<file path="config.mk">
export PLATFORM = sky130hd
export DESIGN_NAME = pecp_top
export DESIGN_NICKNAME = d
export VERILOG_FILES = /design/src/core/pecp_pkg.sv /design/src/core/pecp_counter.sv /design/src/core/pecp_top.sv
export VERILOG_INCLUDE_DIRS = /design/src /design/src/core
export SDC_FILE = /design/constraint.sdc
export NUM_CORES = 1
export LEC_CHECK = 0
export BUFFER_PORTS_ARGS = -buffer_cell sky130_fd_sc_hd__buf_2
export CAP_MARGIN = 20
export CORE_UTILIZATION = 35
export DETAILED_ROUTE_END_ITERATION = 10
export GPL_ROUTABILITY_DRIVEN = 0
export SLEW_MARGIN = 20
export SYNTH_ARGS = -nofsm -noshare
export SYNTH_HDL_FRONTEND = slang
export SYNTH_SLANG_ARGS = --single-unit
</file>
<file path="constraint.sdc">
create_clock -name clk -period 14.15 [get_ports clk]
set_input_delay 0.7075 -clock clk [delete_from_list [all_inputs] [get_ports clk]]
set_output_delay 0.7075 -clock clk [all_outputs]
set_load 0.02 [all_outputs]
</file>
<file path="src/core/pecp_consts.svh">
// Purpose: Constants for the performance event counter pairs
// Assumes: Included by the package and by every design file
// Notes:   Bit positions refer to the 32-bit control word
`ifndef PECP_CONSTS_SVH
`define PECP_CONSTS_SVH

// ----------------------------------------
// Sizes
// ----------------------------------------
`define PECP_NUM_PAIRS 2
`define PECP_SEL_W 4
`define PECP_EVT_W 6
`define PECP_NUM_EVT 64
`define PECP_DATA_W 64
`define PECP_NARROW_W 32

// ----------------------------------------
// Control word field positions
// ----------------------------------------
`define PECP_BIT_MORE 31
`define PECP_BIT_WIDE 30
`define PECP_RSVD_HI 29
`define PECP_RSVD_LO 11
`define PECP_EVT_HI 10
`define PECP_EVT_LO 5
`define PECP_BIT_IE 4
`define PECP_BIT_USER 3
`define PECP_BIT_SUP 2
`define PECP_BIT_KERN 1
`define PECP_BIT_EXL 0

// ----------------------------------------
// Presets and reset values
// ----------------------------------------
`define PECP_WIDE_FLAGS 2'b10
`define PECP_HAS_SUP 1'b1
`define PECP_IE_RESET 1'b0
`define PECP_EVT_RESET 6'h00
`define PECP_COUNT_RESET 64'h0000_0000_0000_0000

`endif

</file>
<file path="src/core/pecp_pkg.sv">
// Purpose: Types for the performance event counter pairs
// Assumes: Constants header is on the include path
// Notes:   Mode enum carries the core's current privilege level
`default_nettype none
`include "pecp_consts.svh"

package pecp_pkg;

  // ----------------------------------------
  // Types
  // ----------------------------------------
  typedef enum logic [1:0] {
    pecp_user,
    pecp_supervisor,
    pecp_kernel
  } pecp_mode_type;

  typedef struct packed {
    logic [`PECP_EVT_W-1:0] evt;
    logic ie;
    logic user_en;
    logic sup_en;
    logic kern_en;
    logic exl_en;
  } pecp_ctl_type;

endpackage
`default_nettype wire

</file>
<file path="src/core/pecp_counter.sv">
// Purpose: One event counter, 32 or 64 bits wide
// Assumes: Width preset per instance, never changed at run time
// Notes:   Software write takes precedence over an increment
`timescale 1ns/1ps
`default_nettype none
`include "pecp_consts.svh"

module pecp_counter #(
  parameter logic WIDE = 1'b0
) (
  input wire logic clk,
  input wire logic rst,
  input wire logic we,
  input wire logic [`PECP_DATA_W-1:0] wdata,
  input wire logic inc,
  output logic [`PECP_DATA_W-1:0] count,
  output logic ovf
);
  import pecp_pkg::*;

  logic [`PECP_DATA_W-1:0] cnt_r;
  logic [`PECP_DATA_W-1:0] cnt_nxt;

  // ----------------------------------------
  // Next count
  // ----------------------------------------
  always_comb begin
    cnt_nxt = cnt_r;
    if (we) begin
      if (WIDE) begin
        cnt_nxt = wdata;
      end else begin
        cnt_nxt = {32'h0000_0000, wdata[`PECP_NARROW_W-1:0]};
      end
    end else if (inc) begin
      // Wraps and keeps going past overflow
      if (WIDE) begin
        cnt_nxt = cnt_r + 64'h0000_0000_0000_0001;
      end else begin
        cnt_nxt = {32'h0000_0000, cnt_r[`PECP_NARROW_W-1:0] + 32'h0000_0001};
      end
    end
  end

  always_ff @(posedge clk or posedge rst) begin
    if (rst) begin
      cnt_r <= `PECP_COUNT_RESET;
    end else begin
      cnt_r <= cnt_nxt;
    end
  end

  assign count = cnt_r;
  assign ovf = WIDE ? cnt_r[`PECP_DATA_W-1] : cnt_r[`PECP_NARROW_W-1];

endmodule
`default_nettype wire

</file>
<file path="src/core/pecp_top.sv">
// Purpose: Performance event counter pairs on the system register port
// Assumes: Core drives events and privilege state on this clock
// Notes:   Selects 0 and 2 reach control words, 1 and 3 the counters
`timescale 1ns/1ps
`default_nettype none
`include "pecp_consts.svh"

// Functional notes
// - Width flag one gives a 64-bit counter
// - Width flag zero gives 32 bits; preset
// - Control bits 29..11 read zero
// - Bits 10..5 select the counted event
// - Bit 4 enables overflow request, resets 0
// - Overflow while counter top bit is one
// - Bit 3 permits counting in user mode
// - Bit 2 permits counting in supervisor mode
// - No supervisor: bit 2 ignored, reads zero
// - Bit 1 counts kernel only outside exception/error
// - Bit 0 counts at exception level, no error
// - Never count at error level or debug
// - Increment once per enabled event; software access
// - Pending requests ORed into one pending bit
// - Counting continues after overflow
// - Even select control, odd counter; more flag
module pecp_top (
  input wire logic clk,
  input wire logic rst,
  input wire logic [`PECP_SEL_W-1:0] reg_sel,
  input wire logic reg_wr,
  input wire logic [`PECP_DATA_W-1:0] reg_wdata,
  output logic [`PECP_DATA_W-1:0] reg_rdata,
  input wire logic [`PECP_NUM_EVT-1:0] event_pulse,
  input wire pecp_pkg::pecp_mode_type mode,
  input wire logic exception_level,
  input wire logic error_level,
  input wire logic debug_mode_flag,
  output logic overflow_irq
);
  import pecp_pkg::*;

  localparam int NP = `PECP_NUM_PAIRS;
  localparam logic [NP-1:0] WIDE_FLAGS = `PECP_WIDE_FLAGS;
  localparam logic HAS_SUP = `PECP_HAS_SUP;

  // ----------------------------------------
  // Declarations
  // ----------------------------------------
  pecp_ctl_type ctl_r [NP];
  pecp_ctl_type ctl_nxt [NP];
  logic [`PECP_DATA_W-1:0] count [NP];
  logic ovf [NP];
  logic inc [NP];
  logic cnt_we [NP];
  logic qual [NP];
  logic [`PECP_NARROW_W-1:0] ctl_img [NP];
  logic [`PECP_DATA_W-1:0] rdata_r;
  logic [`PECP_DATA_W-1:0] rdata_nxt;
  logic irq_r;
  logic irq_nxt;
  logic quiet;

  // ----------------------------------------
  // Mode qualification
  // ----------------------------------------
  // Error level and debug shut everything off first
  assign quiet = error_level | debug_mode_flag;

  always_comb begin
    for (int i = 0; i < NP; i++) begin
      qual[i] = 1'b0;
      if (!quiet) begin
        if (exception_level) begin
          qual[i] = ctl_r[i].exl_en;
        end else begin
          case (mode)
            pecp_user: begin
              qual[i] = ctl_r[i].user_en;
            end
            pecp_supervisor: begin
              qual[i] = ctl_r[i].sup_en & HAS_SUP;
            end
            pecp_kernel: begin
              qual[i] = ctl_r[i].kern_en;
            end
            default: begin
              qual[i] = 1'b0;
            end
          endcase
        end
      end
      // One pulse per cycle from the core is one count
      inc[i] = qual[i] & event_pulse[ctl_r[i].evt];
    end
  end

  // ----------------------------------------
  // Control words
  // ----------------------------------------
  always_comb begin
    for (int i = 0; i < NP; i++) begin
      ctl_nxt[i] = ctl_r[i];
      if (reg_wr && (reg_sel == `PECP_SEL_W'(2 * i))) begin
        // Reserved, width and more bits are not stored
        ctl_nxt[i].evt = reg_wdata[`PECP_EVT_HI:`PECP_EVT_LO];
        ctl_nxt[i].ie = reg_wdata[`PECP_BIT_IE];
        ctl_nxt[i].user_en = reg_wdata[`PECP_BIT_USER];
        // Without supervisor mode the bit stays zero
        ctl_nxt[i].sup_en = reg_wdata[`PECP_BIT_SUP] & HAS_SUP;
        ctl_nxt[i].kern_en = reg_wdata[`PECP_BIT_KERN];
        ctl_nxt[i].exl_en = reg_wdata[`PECP_BIT_EXL];
      end
    end
  end

  always_ff @(posedge clk or posedge rst) begin
    if (rst) begin
      for (int i = 0; i < NP; i++) begin
        ctl_r[i].evt <= `PECP_EVT_RESET;
        ctl_r[i].ie <= `PECP_IE_RESET;
        ctl_r[i].user_en <= 1'b0;
        ctl_r[i].sup_en <= 1'b0;
        ctl_r[i].kern_en <= 1'b0;
        ctl_r[i].exl_en <= 1'b0;
      end
    end else begin
      for (int i = 0; i < NP; i++) begin
        ctl_r[i] <= ctl_nxt[i];
      end
    end
  end

  // ----------------------------------------
  // Counter write strobes
  // ----------------------------------------
  // An event in the same cycle as a write is lost
  always_comb begin
    for (int i = 0; i < NP; i++) begin
      cnt_we[i] = reg_wr && (reg_sel == `PECP_SEL_W'(2 * i + 1));
    end
  end

  // ----------------------------------------
  // Counters
  // ----------------------------------------
  for (genvar g = 0; g < NP; g++) begin : g_pair
    pecp_counter #(
      .WIDE(WIDE_FLAGS[g])
    ) u_cnt (
      .clk(clk),
      .rst(rst),
      .we(cnt_we[g]),
      .wdata(reg_wdata),
      .inc(inc[g]),
      .count(count[g]),
      .ovf(ovf[g])
    );
  end

  // ----------------------------------------
  // Control read image
  // ----------------------------------------
  // Reserved bits take the cleared default, never storage
  always_comb begin
    for (int i = 0; i < NP; i++) begin
      ctl_img[i] = '0;
      ctl_img[i][`PECP_BIT_MORE] = (i < NP - 1);
      ctl_img[i][`PECP_BIT_WIDE] = WIDE_FLAGS[i];
      ctl_img[i][`PECP_RSVD_HI:`PECP_RSVD_LO] = '0;
      ctl_img[i][`PECP_EVT_HI:`PECP_EVT_LO] = ctl_r[i].evt;
      ctl_img[i][`PECP_BIT_IE] = ctl_r[i].ie;
      ctl_img[i][`PECP_BIT_USER] = ctl_r[i].user_en;
      ctl_img[i][`PECP_BIT_SUP] = ctl_r[i].sup_en;
      ctl_img[i][`PECP_BIT_KERN] = ctl_r[i].kern_en;
      ctl_img[i][`PECP_BIT_EXL] = ctl_r[i].exl_en;
    end
  end

  // ----------------------------------------
  // Read path
  // ----------------------------------------
  // Registered read costs a cycle but keeps the output clean
  always_comb begin
    rdata_nxt = '0;
    for (int i = 0; i < NP; i++) begin
      if (reg_sel == `PECP_SEL_W'(2 * i)) begin
        // Upper half of a control read stays zero
        rdata_nxt[`PECP_NARROW_W-1:0] = ctl_img[i];
      end else if (reg_sel == `PECP_SEL_W'(2 * i + 1)) begin
        rdata_nxt = count[i];
      end
    end
  end

  always_ff @(posedge clk or posedge rst) begin
    if (rst) begin
      rdata_r <= '0;
    end else begin
      rdata_r <= rdata_nxt;
    end
  end

  // ----------------------------------------
  // Pending request
  // ----------------------------------------
  // Raw level; the core applies its own global masks
  always_comb begin
    irq_nxt = 1'b0;
    for (int i = 0; i < NP; i++) begin
      irq_nxt = irq_nxt | (ctl_r[i].ie & ovf[i]);
    end
  end

  always_ff @(posedge clk or posedge rst) begin
    if (rst) begin
      irq_r <= 1'b0;
    end else begin
      irq_r <= irq_nxt;
    end
  end

  assign reg_rdata = rdata_r;
  assign overflow_irq = irq_r;

endmodule
`default_nettype wire

</file>
**Word level (Yosys, flattened, before mapping)**

Index checks and enable logic that the tools add are counted.
W data, S select, Z words.

- Flip-flop bits (word level): 215
- Bits of input ports: 140
- Output and inout port bits: 65
- Logic and storage cells: 59

- Add/subtract/negate cells: 2
- Magnitude comparators: 2
- Equal/unequal tests: 5
- Mux-type cells: 20
- Bitwise logic cells: 6
- Reductions and logical operators: 8

Operators by type and width:

| operator | number |
|---|---|
| $mux W64 | 6 |
| $mux W32 | 4 |
| $add A64 B1 Y64 const B | 1 |
| $add A32 B1 Y32 const B | 1 |
| $lt A6 B7 Y1 const B | 2 |
| $bmux W1 S6 | 2 |
| $eq A4 B2 Y1 const B | 2 |
| $mux W1 | 6 |
| $pmux W1 S3 | 2 |
| $and A1 B1 Y1 | 4 |
| $eq A4 B1 Y1 const B | 1 |
| $logic_and A1 B1 Y1 | 4 |
| $logic_not A4 Y1 | 1 |
| $reduce_bool A2 Y1 | 2 |
| $eq A2 B1 Y1 const B | 1 |
| $eq A2 B2 Y1 const B | 1 |
| $logic_not A2 Y1 | 1 |
| $or A1 B1 Y1 | 2 |

**Logic depth before layout (Yosys ltp)**

- Word-level depth: 7
- Mapped depth: 11
- Depth with buffers taken out: 8

**Modules after synthesis**

A second synthesis with hierarchy kept.

- Cell total of the unflattened synthesis: 1,092
- Area total of the unflattened synthesis: 10,846.7 um^2

Modules (own cells, without submodules):

| module | times used | cells an instance | area each (um^2) | sequential area each (um^2) |
|---|---|---|---|---|
| pecp_top | 1 | 384 | 4,843.4 | 2,177.1 |
| pecp_counter at g_pair[1].u_cnt | 1 | 441 | 3,774.9 | 1,601.5 |
| pecp_counter at g_pair[0].u_cnt | 1 | 267 | 2,228.4 | 800.8 |

**Least setup slack after synthesis**

Ideal clock, no wire load.

- Path type: input -> register
- Start point: in event_pulse[32]
- End point: reg g_pair[1].u_cnt.cnt_r[11]
- Setup time: 0.069 ns
- Arrival: 2.748 ns
- Data required time: 14.081 ns
- Setup slack: 11.332 ns
- Stages: 8
- Buffers on the path: 1
- Cell sequence: nor2b_1 > a2111oi_0 > o41ai_4 > o22a_2 > a22oi_2 > buf_2 > mux2_2 > nand3_1

- Cells in the longest elaborated chain, start to end: 4

RTL lines:

| item | line | text |
|---|---|---|
| start, declared | pecp_top.sv:32 | `` input wire logic [`PECP_NUM_EVT-1:0] event_pulse, `` |
| $bmux W1 S6 | pecp_top.sv:92 | `inc[i] = qual[i] & event_pulse[ctl_r[i].evt];` |
| $mux W1 (not written as such) | pecp_top.sv:92 |  |
| $and A1 B1 Y1 | pecp_top.sv:92 |  |
| $reduce_bool A2 Y1 (no line) | n/a |  |
| end signal, assigned | pecp_counter.sv:47 | `` cnt_r <= `PECP_COUNT_RESET; `` |
| end signal, assigned | pecp_counter.sv:49 | `cnt_r <= cnt_nxt;` |
| end, declared | pecp_counter.sv:21 | `` logic [`PECP_DATA_W-1:0] cnt_r; `` |

No other way between the ends. The select of a mux whose other input is x is not followed.
A chain may end at the register's enable or synchronous reset.

**Worst setup path after layout**

- Start point: reg ctl_r (netlist bit ctl_img[37])
- End point: reg g_pair[0].u_cnt.cnt_r[5]

- Cells in the longest elaborated chain, start to end: 4

RTL lines:

| item | line | text |
|---|---|---|
| start, declared | pecp_top.sv:48 | `pecp_ctl_type ctl_r [NP];` |
| start signal, assigned by index | pecp_top.sv:127 | `ctl_r[i] <= ctl_nxt[i];` |
| $bmux W1 S6 | pecp_top.sv:92 |  |
| $mux W1 (not written as such) | pecp_top.sv:92 |  |
| $and A1 B1 Y1 | pecp_top.sv:92 |  |
| $reduce_bool A2 Y1 (no line) | n/a |  |
| end signal, assigned | pecp_counter.sv:47 |  |
| end signal, assigned | pecp_counter.sv:49 |  |
| end, declared | pecp_counter.sv:21 |  |

No other way between the ends. The select of a mux whose other input is x is not followed.

==> reports/metrics.cfg <==
[status]
status=complete, no violations

[global_route]
met1_usage_pct=29.5
overflow=0
grt_busiest_layer=met2
antenna_found_initial=1
grt_max_degree=84
grtUsageMet2_pct=32.7
grt_pass1_vias=9242
grt_first_pass_wirelength_um=51300
track_usage_pct=21.2
grt_use_met3_pct=3.53

[sta]
layout_min_cycle_time_ns=3.72
slew_viol_final=0
worst_pin_slew_ns=1.10
slew_headroom_pct=26.3
rsz0062_at_grt=no
finClkSkew_ns=0.0166
hold_viol=0
setup_viol=0
finalCritPeriodShare_pct=26.3
final.setup.tns_ns=0
fmax_mhz=269

[clock_tree]
cts_buffers=17
clockBufferDepth=2
ctsHoldBuffers=0
cts_root_buf=clkbuf_16
cts_num_sinks=183
cts_resized=0
cts_setup_buffers=0
cts_tree=yes
clk_latency_ns=0.46
clk_pin_slew_worst_paths_ns=0.07
htree_levels=4

[power_and_ir_drop]
powerDensity_mw_per_mm2=124
leakage_nw=5.49
vdd_drop_max_uv=85.1

[drt]
wl_per_cell_um=19.5
viasPerCell=5.75
first_pass_iters=5
wirelength_um=32500
dr_total_vias=9579
drc=0
first_iter_violations=796
ant_nets=0

[floorplanning]
fp.coreArea_sq_mm=0.0300
io_pins=205
die_y_um=178
die_w_um=178
initial_core_util_pct=36.0
rows=63
die_area_sq_mm=0.0316

[logic_synthesis]
synth_top_family_by_area=simple AND/OR/NAND/NOR gates
synth_edf_count=0
synth_warnings=0
synthSimpleGateAreaFrac_pct=23.8
ys_seq_elements=183
yosysSeqAreaShare_pct=42.4
synth-compound-area-share_pct=12.5
synthXorXnorAreaFrac_pct=0.730
synth_most_common_cell=dfrtp_1
avgSynthCellArea_sq_um=9.81
yosys.area.top_type=dfrtp_1
ys_types=64
synthAdderAreaFrac_pct=0.232
synth_area_sq_mm=0.0108
synth-main-ff-cell=dfrtp_1
netlist_instances=1100
synthesis.nets=1242
synthTopCellsByArea=dfrtp_1 (42%), mux4_2 (7.9%), mux2i_1 (5.0%)
synth_top_area_share_pct=42.4
synthTopCellsByCount=dfrtp_1 (183), nand2_1 (108), nor2_1 (88), and2_1 (69), nand3_1 (56)
async_flop_share_pct=100
synth_mux_area_share_pct=16.3

[cells_and_area]
fin_cells=1666
fin_nets=1405
drive_gt1_share_pct=26.4
regArea_sq_mm=0.00458
area_growth_pct=17.1
fillers=2948
multiInputGateArea_sq_mm=0.00580

[worst_setup_path]
cp.required_ns=14.49
worstPathMaxFanout=19
cp-end-kind=register
start_kind=register
arrival_ns=4.06
worstSetupPathType=register to register

[place]
port_buffers=204
dp.cells=1634
hpwl_um=23200

[worst_hold_path]
hp-class=input port to asynchronous set/reset pin

[job]
maxCapViolCount=0

## logic make-up after synthesis
| kind of cell | after synthesis |
|---|---|
| compound gates | 194 |
| xor+xnor | 9 |
| fa+ha+maj | 2 |
| buf+inv | 98 |
| flops | 183 |
| mux | 123 |
| simple gates | 491 |
## flip-flops by register name, summed over array words and instances (netlist names)
register / cells
reg_rdata: 64
overflow_irq: 1
ctl_img: 22
g_pair.u_cnt.count: 96
## report_power, final
| group | internal, W | switching (W) |
|---|---|---|
| Clock | 0.000229 | 0.000230 |
| Sequential | 0.000594 | 0.000106 |
| Combinational | 0.000190 | 0.000215 |
## layout by cell type (no fill, tap or decap), types with 27 or more instances in the layout
master,instances
buf_2,203
dfrtp_1,182
nand2_1,107
nor2_1,87
and2_1,68
nand3_1,56
mux2i_1,54
a31oi_1,42
mux4_2,38
or4_1,31
mux2_2,30
nor3_1,27
## worst paths after layout
| check | depth (start not counted) | slack, ns | start | endpoint |
|---|---|---|---|---|
| max in group asynchronous | 3 | 12.46 | rst | reg_rdata[14]$_DFF_PP0_ |
| max reg2reg | 8 | 10.43 | ctl_img[37]$_DFFE_PP0P_ | g_pair[0].u_cnt.count[5]$_DFFE_PP0P_ |
| min reg2reg | 1 | 0.53 | ctl_img[36]$_DFFE_PP0P_ | overflow_irq$_DFF_PP0_ |
| min in group clk | 3 | 0.46 | reg_wdata[46] | g_pair[1].u_cnt.count[46]$_DFFE_PP0P_ |
| min | 2 | 0.42 | rst | reg_rdata[51]$_DFF_PP0_ |
| max | 8 | 10.43 | ctl_img[37]$_DFFE_PP0P_ | g_pair[0].u_cnt.count[5]$_DFFE_PP0P_ |
## cell type report
| type | count | area share, % |
|---|---|---|
| Clock buffer | 17 | 3.37 |
| Clock inverter | 14 | 0.941 |
| Inverter | 25 | 0.782 |
| Multi-Input combinational cell | 819 | 45.9 |
| Tap cell | 390 | 3.86 |
| Sequential cell | 183 | 36.2 |
| Antenna cell | 1 | 0.0198 |
| Timing Repair Buffer | 217 | 8.87 |
## per-layer routing
| layer | part of all wire (%) | wire [um] |
|---|---|---|
| met1 | 46 | 15000 |
| met2 | 45 | 14700 |
| met3 | 6.1 | 1990 |
| met4 | 2.7 | 873 |
| met5 | 0 | 0 |
## critical path, stage by stage, from the launching register on
cell	delay (ns)
dfrtp_1	0.36
buf_4	0.33
mux4_1	0.62
a22oi_1	0.16
nand3_1	0.09
a21oi_1	0.88
or3_1	0.74
nor4_1	0.13
o31a_1	0.27
## stage by stage
step	setup slack [ns]	hold slack, ns	utilization (%)	area [sq um]	total power [W]
2_1_floorplan	8.47	0.477	-	10800	0.000981
3_5_place_dp	9.61	0.521	40.3	12100	0.00111
5_1_grt	10.11	0.451	42.2	12600	0.00165
6_report	10.43	0.419	42.2	12600	0.00156
4_1_cts	10.08	0.438	42.1	12600	0.00157
3_3_place_gp	9.65	0.513	40.3	12100	0.00110
Note: power is estimated with default switching activity, not from simulation.
